--- config.mk ---
export PLATFORM = sky130hd
export DESIGN_NAME = rbt_top
export DESIGN_NICKNAME = d
export VERILOG_FILES = /design/src/hdl/rbt_pkg.sv /design/src/hdl/rbt_top.sv
export VERILOG_INCLUDE_DIRS = /design/src /design/src/hdl
export SDC_FILE = /design/constraint.sdc
export NUM_CORES = 1
export LEC_CHECK = 0
export ABC_AREA = 1
export BUFFER_PORTS_ARGS = -buffer_cell sky130_fd_sc_hd__buf_4
export CAP_MARGIN = 20
export CELL_PAD_IN_SITES_DETAIL_PLACEMENT = 0
export CELL_PAD_IN_SITES_GLOBAL_PLACEMENT = 2
export CORE_MARGIN = 2
export CORE_UTILIZATION = 33
export DETAILED_ROUTE_END_ITERATION = 6
export GPL_TIMING_DRIVEN = 1
export HOLD_SLACK_MARGIN = 0.02
export PLACE_DENSITY = 0.84
export SYNTH_ARGS = -nofsm -noshare
export SYNTH_HDL_FRONTEND = slang
export SYNTH_SLANG_ARGS = --single-unit
--- constraint.sdc ---
create_clock -name clk_sys -period 2.76 [get_ports clk_sys]
set_input_delay 0.552 -clock clk_sys [delete_from_list [all_inputs] [get_ports clk_sys]]
set_output_delay 0.552 -clock clk_sys [all_outputs]
set_load 0.05 [all_outputs]
--- src/hdl/rbt_map.svh ---
// Overview of operation
// - Data passes unchanged, bit for bit
// - Latch enable high makes path transparent
// - Enable low, steady clock: contents held
// - Clock falling edge captures input bus
// - Latch enable falling edge captures input
// - Forward enable high drives, low floats outputs
// - Reverse mirrors forward, enable active low
// - Held value driven until next capture
// - Floating inputs keep last valid level
`ifndef RBT_MAP_SVH
`define RBT_MAP_SVH
`define RBT_W          18
`define RBT_WORD_RST   18'h00000
`define RBT_ALL_OFF    18'h3FFFF
`define RBT_ALL_ON     18'h00000
`define RBT_PWRUP      2'h3
`define RBT_CNT_ZERO   2'h0
`define RBT_CNT_ONE    2'h1
`define RBT_FIFO_FULL  2'h2
`define RBT_PTR_ZERO   1'h0
`define RBT_PTR_STEP   1'h1
`endif

--- src/hdl/rbt_pkg.sv ---
`include "rbt_map.svh"
package rbt_pkg;
    typedef logic [`RBT_W-1:0] rbt_word_t;
    typedef struct packed {
        logic out_en;
        logic latch_en;
        logic clk_n;
    } rbt_ctl_s;
endpackage

--- src/hdl/rbt_top.sv ---
`timescale 1ns/1ps
`default_nettype none
`include "rbt_map.svh"

module rbt_lane (
    // Clock and reset
    input  wire logic               clk_sys,
    input  wire logic               srst,
    // Control pins, enable normalised to active high
    input  wire rbt_pkg::rbt_ctl_s  ctl,
    // Input bus side
    input  wire rbt_pkg::rbt_word_t din,
    input  wire rbt_pkg::rbt_word_t din_float,
    // Output bus side
    output var  rbt_pkg::rbt_word_t dout,
    output var  rbt_pkg::rbt_word_t dout_oe_n,
    // Captured word stream
    output logic                    cap_valid,
    input  wire logic               cap_ready,
    output var  rbt_pkg::rbt_word_t cap_data,
    output logic                    cap_accept
);
    rbt_pkg::rbt_ctl_s  ctl_m_q;
    rbt_pkg::rbt_ctl_s  ctl_s_q;
    rbt_pkg::rbt_ctl_s  ctl_p_q;
    rbt_pkg::rbt_word_t din_m_q;
    rbt_pkg::rbt_word_t din_s_q;
    rbt_pkg::rbt_word_t flt_m_q;
    rbt_pkg::rbt_word_t flt_s_q;
    rbt_pkg::rbt_word_t held_q;
    rbt_pkg::rbt_word_t eff_p_q;
    rbt_pkg::rbt_word_t store_q;
    rbt_pkg::rbt_word_t eff;
    rbt_pkg::rbt_word_t mem_q [2];
    logic [1:0]         pwr_cnt_q;
    logic [1:0]         cnt_q;
    logic               wr_ptr_q;
    logic               rd_ptr_q;
    logic               ready_q;
    logic               le_fall;
    logic               clk_fall;
    logic               push;
    logic               pop;

    function automatic logic fell(input logic prev, input logic cur);
        fell = prev & ~cur;
    endfunction

    // Two-flop synchronisers for every pin
    always_ff @(posedge clk_sys) begin
        if (srst) begin
            ctl_m_q <= '0;
            ctl_s_q <= '0;
            ctl_p_q <= '0;
        end else begin
            ctl_m_q <= ctl;
            ctl_s_q <= ctl_m_q;
            ctl_p_q <= ctl_s_q;
        end
    end

    always_ff @(posedge clk_sys) begin
        if (srst) begin
            din_m_q <= `RBT_WORD_RST;
            din_s_q <= `RBT_WORD_RST;
            flt_m_q <= `RBT_WORD_RST;
            flt_s_q <= `RBT_WORD_RST;
        end else begin
            din_m_q <= din;
            din_s_q <= din_m_q;
            flt_m_q <= din_float;
            flt_s_q <= flt_m_q;
        end
    end

    // Keeper: a floating lane reads as its last driven level
    always_comb begin
        eff = (flt_s_q & held_q) | (~flt_s_q & din_s_q);
    end

    always_ff @(posedge clk_sys) begin
        if (srst) begin
            held_q <= `RBT_WORD_RST;
        end else begin
            held_q <= eff;
        end
    end

    // Edge captures take the level seen one cycle before the edge
    always_ff @(posedge clk_sys) begin
        if (srst) begin
            eff_p_q <= `RBT_WORD_RST;
        end else begin
            eff_p_q <= eff;
        end
    end

    always_comb begin
        le_fall  = fell(ctl_p_q.latch_en, ctl_s_q.latch_en);
        clk_fall = fell(ctl_p_q.clk_n, ctl_s_q.clk_n);
    end

    // Power-up: outputs stay off until the synchronisers hold real pin levels
    always_ff @(posedge clk_sys) begin
        if (srst) begin
            pwr_cnt_q <= `RBT_CNT_ZERO;
        end else if (pwr_cnt_q != `RBT_PWRUP) begin
            pwr_cnt_q <= pwr_cnt_q + `RBT_CNT_ONE;
        end
    end

    always_comb begin
        ready_q = (pwr_cnt_q == `RBT_PWRUP);
    end

    // Storage element
    always_ff @(posedge clk_sys) begin
        if (srst) begin
            store_q <= `RBT_WORD_RST;
        end else if (ctl_s_q.latch_en) begin
            store_q <= eff;
        end else if (le_fall) begin
            store_q <= eff_p_q;
        end else if (clk_fall) begin
            store_q <= eff_p_q;
        end
        // Otherwise hold
    end

    always_comb begin
        dout = store_q;
    end

    // Output enable only gates the drivers, never the storage
    always_ff @(posedge clk_sys) begin
        if (srst) begin
            dout_oe_n <= `RBT_ALL_OFF;
        end else if (ready_q && ctl_s_q.out_en) begin
            dout_oe_n <= `RBT_ALL_ON;
        end else begin
            dout_oe_n <= `RBT_ALL_OFF;
        end
    end

    // Two-entry buffer of edge-captured words; a full buffer
    // drops the new word since pins cannot be stalled
    always_comb begin
        cap_valid  = (cnt_q != `RBT_CNT_ZERO);
        cap_accept = (cnt_q != `RBT_FIFO_FULL);
        push       = ready_q && !ctl_s_q.latch_en && (le_fall || clk_fall) && cap_accept;
        pop        = cap_valid && cap_ready;
    end

    always_ff @(posedge clk_sys) begin
        if (srst) begin
            mem_q[0] <= `RBT_WORD_RST;
            mem_q[1] <= `RBT_WORD_RST;
        end else if (push) begin
            mem_q[wr_ptr_q] <= eff_p_q;
        end
    end

    always_ff @(posedge clk_sys) begin
        if (srst) begin
            wr_ptr_q <= `RBT_PTR_ZERO;
            rd_ptr_q <= `RBT_PTR_ZERO;
        end else begin
            if (push) begin
                wr_ptr_q <= wr_ptr_q + `RBT_PTR_STEP;
            end
            if (pop) begin
                rd_ptr_q <= rd_ptr_q + `RBT_PTR_STEP;
            end
        end
    end

    always_ff @(posedge clk_sys) begin
        if (srst) begin
            cnt_q <= `RBT_CNT_ZERO;
        end else if (push && !pop) begin
            cnt_q <= cnt_q + `RBT_CNT_ONE;
        end else if (pop && !push) begin
            cnt_q <= cnt_q - `RBT_CNT_ONE;
        end
    end

    always_comb begin
        cap_data = mem_q[rd_ptr_q];
    end
endmodule

module rbt_top (
    // Clock and reset
    input  wire logic               clk_sys,
    input  wire logic               srst,
    // Forward control, left to right
    input  wire logic               fwd_out_en,
    input  wire logic               fwd_latch_en,
    input  wire logic               fwd_clk_n,
    // Reverse control, right to left
    input  wire logic               rev_out_en_n,
    input  wire logic               rev_latch_en,
    input  wire logic               rev_clk_n,
    // Left bus pins
    input  wire rbt_pkg::rbt_word_t left_bus_bit_i,
    input  wire rbt_pkg::rbt_word_t left_bus_bit_float,
    output var rbt_pkg::rbt_word_t  left_bus_bit_o,
    output var rbt_pkg::rbt_word_t  left_bus_bit_oe_n,
    // Right bus pins
    input  wire rbt_pkg::rbt_word_t right_bus_bit_i,
    input  wire rbt_pkg::rbt_word_t right_bus_bit_float,
    output var rbt_pkg::rbt_word_t  right_bus_bit_o,
    output var rbt_pkg::rbt_word_t  right_bus_bit_oe_n,
    // Forward capture stream
    output logic                    fwd_cap_valid,
    input  wire logic               fwd_cap_ready,
    output var rbt_pkg::rbt_word_t  fwd_cap_data,
    output logic                    fwd_cap_accept,
    // Reverse capture stream
    output logic                    rev_cap_valid,
    input  wire logic               rev_cap_ready,
    output var rbt_pkg::rbt_word_t  rev_cap_data,
    output logic                    rev_cap_accept
);
    rbt_pkg::rbt_ctl_s fwd_ctl;
    rbt_pkg::rbt_ctl_s rev_ctl;

    always_comb begin
        fwd_ctl = '{out_en: fwd_out_en, latch_en: fwd_latch_en, clk_n: fwd_clk_n};
        rev_ctl = '{out_en: ~rev_out_en_n, latch_en: rev_latch_en, clk_n: rev_clk_n};
    end

    rbt_lane u_fwd (
        .clk_sys    (clk_sys),
        .srst       (srst),
        .ctl        (fwd_ctl),
        .din        (left_bus_bit_i),
        .din_float  (left_bus_bit_float),
        .dout       (right_bus_bit_o),
        .dout_oe_n  (right_bus_bit_oe_n),
        .cap_valid  (fwd_cap_valid),
        .cap_ready  (fwd_cap_ready),
        .cap_data   (fwd_cap_data),
        .cap_accept (fwd_cap_accept)
    );

    rbt_lane u_rev (
        .clk_sys    (clk_sys),
        .srst       (srst),
        .ctl        (rev_ctl),
        .din        (right_bus_bit_i),
        .din_float  (right_bus_bit_float),
        .dout       (left_bus_bit_o),
        .dout_oe_n  (left_bus_bit_oe_n),
        .cap_valid  (rev_cap_valid),
        .cap_ready  (rev_cap_ready),
        .cap_data   (rev_cap_data),
        .cap_accept (rev_cap_accept)
    );
endmodule

`default_nettype wire

==> results.md, run 1 <==
- H-tree Lvls: 2
- Fillers: 3690
- Outcome: finished clean
- Clock transition at path regs: 0.06 ns
- Top Registers: u_fwd.mem_q: 36 flops, u_rev.mem_q: 36 flops
- Via count: 8340
- Fin util: 41.1%
- Slew HR: 45.1%
- Synth top cells by count: nor2_1 (402), inv_1 (319), dfxtp_1 (248), nand2_1 (203), edfxtp_1 (72)
- Pwr dens: 751 nW/um2
- Total area of sequential cells: 7130 um2
- Pre-Repair DR Iteration Count: 4
- Number of routed nets with antenna violations: 0
- Yosys cell types: 27
- Final setup viols: 0
- Ant diodes: 0
- Multi-input gate area: 3300 um2
- Hold-fix buffers, CTS: 0
- Max cap viols: 0
- Total CTS buffers: 36
- Yosys warns: 0
- Final hold vios: 0
- Clock sink count: 320
- DP Cell Count: 2048
- GR Util met1: 21.2%
- Largest net degree at the start of global routing: 137
- Ports: 194
- Worst setup margin: 0.267 ns
- Vias in the first global route: 7864
- Routing usage on met2: 20.0%
- Crit path kind: reg -> out
- Die width: 196 um
- Total grt overflow: 0
- Final period util: 90.3%
- NumNets Final: 1704
- RSZ-0062 raised after global routing: false
- Gate Count Post-Synth: 1462
- Worst-path fanout max: 18
- Synthesis-stage register bit count: 320
- Count leader, synth: nor2_1
- DRT iter0 DRCs: 379
- RD Place Congestion: 0.775
- Cell row count: 70
- Fmax: 0.401 GHz
- Area of the core: 36500 um2
- PortBufs: 193
- Post-Route WL: 26500 um
- Ranking of synthesized cells by area: dfxtp_1 (41%), edfxtp_1 (18%), nor2_1 (12%)
- Syn_nets: 1548
- Area added between synthesis and finish: 23.1%
- Max Buffers Root-to-Sink: 3
- Initial antenna violation count: 0
- Pre-CTS WS: 0.567 ns
- Worst hold slack: 0.208 ns
- Die area: 38500 um2
- Sequential area share after synthesis: 58.4%
- Worst IR Drop VDD: 348 uV
- Number of flops mapped to enable cells by yosys: 72
- Leakage: 6.99 nW
- Die height: 196 um
- Clock root buffer: clkbuf_16
- GR peak layer: met1
- Post-synth top flop: dfxtp_1
- Netlist Area Pre-Place: 12200 um2
- Setup crit end kind: primary output
- First-pass GRT wire length: 42600 um
- Worst EP arrival: 1.94 ns
- Fin Setup TNS: 0 ns
- Starting Density: 33.4%
- Post-route DRC: 0
- Area share of the largest cell type after synthesis: 40.7%
- Post-synth ARST share: 0%
- Setup Buffers After CTS: 0
- Drt wl/cell: 12.5 um
- Least-Margin Pin Slew: 0.824 ns
- HPWL Detailed: 18500 um
- Cts repair resizes: 0
- Synthesized area per cell: 8.34 um2
- Count of final max-slew check failures: 0
- GRT Util Overall: 14.0%
- Area leader, netlist: dfxtp_1
- Final min period: 2.49 ns
- CP startpoint kind: flop
- Min-delay worst type: in -> reg
- Fin Clk Skew: 0.0245 ns
- Share of cells above drive strength 1: 20.0%
- Clock Latency Late Sink: 0.52 ns
- Layout Cells excl Fill: 2114
- Critical Path RT: 2.21 ns
- Met3 usage: 2.77%
- CTS tree: yes
- DR vias/cell: 3.95
-- layer usage --
layer  vias to the layer above  part of all wire [%]  wire, um
li1                       4522                     -         -
met1                      3586                    53     14000
met2                       189                    40     10600
met3                        43                   5.0      1310
met4                         0                   2.2       571
met5                         -                     0         0
-- critical path, cell delays in order (launching register included) --
cell,delay [ns]
dfxtp_1,0.81
mux2_2,0.42
buf_4,0.19
-- through the flow --
stage / total power (W) / instance area (um2)
global route: 0.0117 / 15000
global placement: 0.00645 / 13800
detailed placement: 0.00647 / 13800
CTS: 0.0114 / 15000
finish: 0.0113 / 15000
floorplan: 0.00607 / 12200
-- cells in the final DEF (no fill, tap or decap), types with 2 or more instances in the layout --
cell and instances:
nor2_1 402, inv_1 319, dfxtp_1 248, nand2_1 203, buf_4 202, edfxtp_1 72, nand3_1 40, clkbuf_16 38
mux2_2 36, nor2_2 18, a21oi_1 8, clkinv_2 6, o21ai_0 6, clkbuf_1 6, clkbuf_8 5, nand2_2 4
ha_1 4, clkinv_1 4, bufinv_16 4, nand4_4 3, nor2_4 2, nand3_2 2, xor2_1 2, nand3b_1 2
clkinvlp_4 2
-- report_power, final --
part | switching (W) | total, W | internal (W)
logic | 0.000813 | 0.00123 | 0.000421
clock network | 0.00190 | 0.00493 | 0.00303
registers | 0.000104 | 0.00511 | 0.00501
-- layout make-up --
class	count	area share (%)
Tap cell	468	3.90
Multi-Input combinational cell	734	22.0
Inverter	322	8.08
Sequential cell	320	47.5
Timing Repair Buffer	204	10.3
Clock buffer	49	6.94
Clock inverter	17	1.33
-- worst paths after layout --
check                                                  from  slack [ns]  cells past startpoint                         endpoint
worst max-delay path                                   flop        0.27                      2                 fwd_cap_data[16]
worst max register to register  u_fwd.ctl_s_q[1]$_SDFF_PP0_        0.76                      6  u_fwd.mem_q[1][6]$_SDFFCE_PN0P_
worst min register to register  u_rev.ctl_s_q[2]$_SDFF_PP0_        0.38                      1   u_rev.dout_oe_n[16]$_SDFF_PP1_
worst min-delay path                           rev_out_en_n        0.21                      2      u_rev.ctl_m_q[2]$_SDFF_PP0_
-- kinds of logic (layout without fill, tap and decap cells) --
| logic type | after synthesis | count (layout) | share of synthesized area [%] |
|---|---|---|---|
| compound gates | 14 | 14 | 0.575 |
| xor+xnor | 2 | 2 | 0.144 |
| fa+ha+maj | 4 | 4 | 0.410 |
| buf+inv | 408 | 592 | 14.5 |
| flops | 320 | 320 | 58.4 |
| mux | 36 | 36 | 3.32 |
| simple gates | 678 | 678 | 22.6 |
(Power assumes the default switching activity.)
==> run 2, diff against run 1 <==
==> constraint.sdc (replaced) <==
create_clock -name clk_sys -period 2.76 [get_ports clk_sys]
set_input_delay 0.414 -clock clk_sys [delete_from_list [all_inputs] [get_ports clk_sys]]
set_output_delay 0.414 -clock clk_sys [all_outputs]
set_load 0.05 [all_outputs]
==> run 2 against run 1 <==
Maximum frequency grew 2.6%; die area is the same; sequential share of layout area grew 0.13 points; sequential power is essentially flat; critical endpoint is now rev_cap_data[2]; largest cell class unchanged; highest routed layer unchanged.
==> results.md, run 2 (same netlist as run 1, synthesis figures left out) <==
- Initial antenna violation count: 0 (unchanged)
- Critical Path RT: 2.35 ns (+0.14 ns)
- Final min period: 2.43 ns (-0.0634 ns)
- Post-route DRC: 0 (unchanged)
- Total Power: 0.0111 W (-1.8%)
- Drt wl/cell: 12.4 um (-0.94%)
- Ant diodes: 0 (unchanged)
- First-pass GRT wire length: 42000 um (-1.2%)
- Area of the core: 36500 um2 (unchanged)
- Clock root buffer: clkbuf_16
- Die area: 38500 um2 (unchanged)
- Count of final max-slew check failures: 0 (unchanged)
- Fmax: 0.412 GHz (+2.6%)
- Layout Cells excl Fill: 2115 (+0.047%)
- PortBufs: 193 (unchanged)
- Outcome: finished clean
- H-tree Lvls: 2 (unchanged)
- CTS tree: yes
- Top Registers: u_fwd.mem_q: 36 flops, u_rev.mem_q: 36 flops
- RD Place Congestion: 0.754 (-2.7%)
- DR vias/cell: 3.97 (+0.52%)
- Final hold vios: 0 (unchanged)
- GRT Util Overall: 13.8% (-0.26 points)
- CP startpoint kind: flop
- Clock Latency Late Sink: 0.52 ns (about the same)
- Leakage: 6.98 nW (-0.12%)
- Placed cell areas: 13800 um2 (about the same)
- Share of cells above drive strength 1: 20.2% (+0.11 points)
- Slew HR: 44.5% (-0.56 points)
- Die width: 196 um (unchanged)
- Worst-path fanout max: 18 (unchanged)
- Most frequent cells in the layout: nor2_1 (402), inv_1 (319), dfxtp_1 (248), buf_4 (205), nand2_1 (203)
- Pre-CTS WS: 0.551 ns (-0.0168 ns)
- Fillers: 3670 (-0.54%)
- Total grt overflow: 0 (unchanged)
- Min-delay worst type: in -> reg
- RSZ-0062 raised after global routing: false
- Worst EP arrival: 2.02 ns (+0.08 ns)
- HPWL Detailed: 18500 um (+0.30%)
- Clock sink count: 320 (unchanged)
- Pre-Repair DR Iteration Count: 5 (+1)
- Hold-fix buffers, CTS: 0 (unchanged)
- Worst IR Drop VDD: 368 uV (+5.9%)
- Most common library cell in the layout ignoring fill and taps: nor2_1
- Setup crit end kind: primary output
- Via count: 8387 (+0.56%)
- Cell row count: 70 (unchanged)
- Max Buffers Root-to-Sink: 3 (unchanged)
- Vias in the first global route: 7844 (-0.25%)
- Number of routed nets with antenna violations: 0 (unchanged)
- Starting Density: 33.4% (unchanged)
- Fin Clk Skew: 0.0218 ns (-0.00262 ns)
- FF-to-FF Start: u_fwd.pwr_cnt_q[0]$_SDFFE_PP0P_
- Least-Margin Pin Slew: 0.831 ns (+0.00732 ns)
- NumNets Final: 1707 (+0.18%)
- Cts repair resizes: 0 (unchanged)
- Flop2flop setup slack: 0.56 ns (-0.20 ns)
- Max cap viols: 0 (unchanged)
- Pwr dens: 739 nW/um2 (-1.6%)
- Crit path kind: reg -> out
- Largest net degree at the start of global routing: 81 (-41%)
- Post-Route WL: 26300 um (-0.89%)
- DRT iter0 DRCs: 443 (+17%)
- Clock transition at path regs: 0.06 ns (about the same)
- Final setup viols: 0 (unchanged)
- Ports: 194 (unchanged)
- Die height: 196 um (unchanged)
- Area added between synthesis and finish: 22.8%
- HP Start: rev_out_en_n
- Total CTS buffers: 37 (+2.8%)
- Setup Buffers After CTS: 0 (unchanged)
- DP Cell Count: 2050 (+0.098%)
- Worst setup margin: 0.331 ns (+0.0634 ns)
- Fin Setup TNS: 0 ns (unchanged)
- Final period util: 88.0% (-2.3 points)
- Fin area: 15000 um2 (-0.28%)
run 2: cell types whose count changed in the layout (fill, tap and decap cells not counted):
cell        before  now
buf_4          202  205
bufinv_16        4    1
clkinv_1         4    2
clkinv_2         6    8
buf_12           1    0
clkbuf_1         6    7
clkbuf_16       38   39
clkinv_4         1    0
clkinvlp_4       2    1
inv_16           0    1
inv_8            0    1
run 2: per-layer routing:
metal	routed length, um	track usage (%)	part of all wire (%)	vias up
met2	10500	19.7	40	196
met5	0	0	0	-
met1	14100	21.1	54	3613
met4	552	3.90	2.1	0
li1	-	-	-	4533
met3	1120	2.39	4.3	45
run 2: power by group:
part           leakage [nW]  internal (W)  total (W)  switching, W
Sequential             2.78       0.00501    0.00512      0.000113
Combinational          3.60      0.000418    0.00123      0.000808
Clock                 0.592       0.00283    0.00472       0.00189
Total                  6.98       0.00825     0.0111       0.00281
run 2: final cells by class:
cell class / count / area [um2] / area share (%)
flip-flops and latches: 320 / 7130 / 47.6
multi-input cells: 734 / 3300 / 22.0
repair buffers: 206 / 1550 / 10.4
inverters: 322 / 1210 / 8.10
clock buffers: 51 / 1070 / 7.15
well taps: 468 / 586 / 3.91
clock inverters: 14 / 128 / 0.852
run 2: critical path, stage by stage (launching register included):
cell	delay (ns)
dfxtp_1	0.86
mux2_2	0.44
buf_4	0.20
run 2: path summary, 6_finish.rpt:
| path | endpoint | cells past startpoint |
|---|---|---|
| min reg2reg | u_fwd.flt_s_q[15]$_SDFF_PP0_ | 2 |
| max reg2reg | u_fwd.mem_q[0][10]$_SDFFCE_PN0P_ | 5 |
| max | rev_cap_data[2] | 2 |
| min | u_rev.ctl_m_q[2]$_SDFF_PP0_ | 2 |
run 2: through the flow:
step	hold WS, ns	util [%]
global placement	0.391	37.7
global route	0.0336	41.0
finish	0.0586	41.0
detailed placement	0.392	37.7
floorplan	0.367	-
CTS	0.0317	41.0
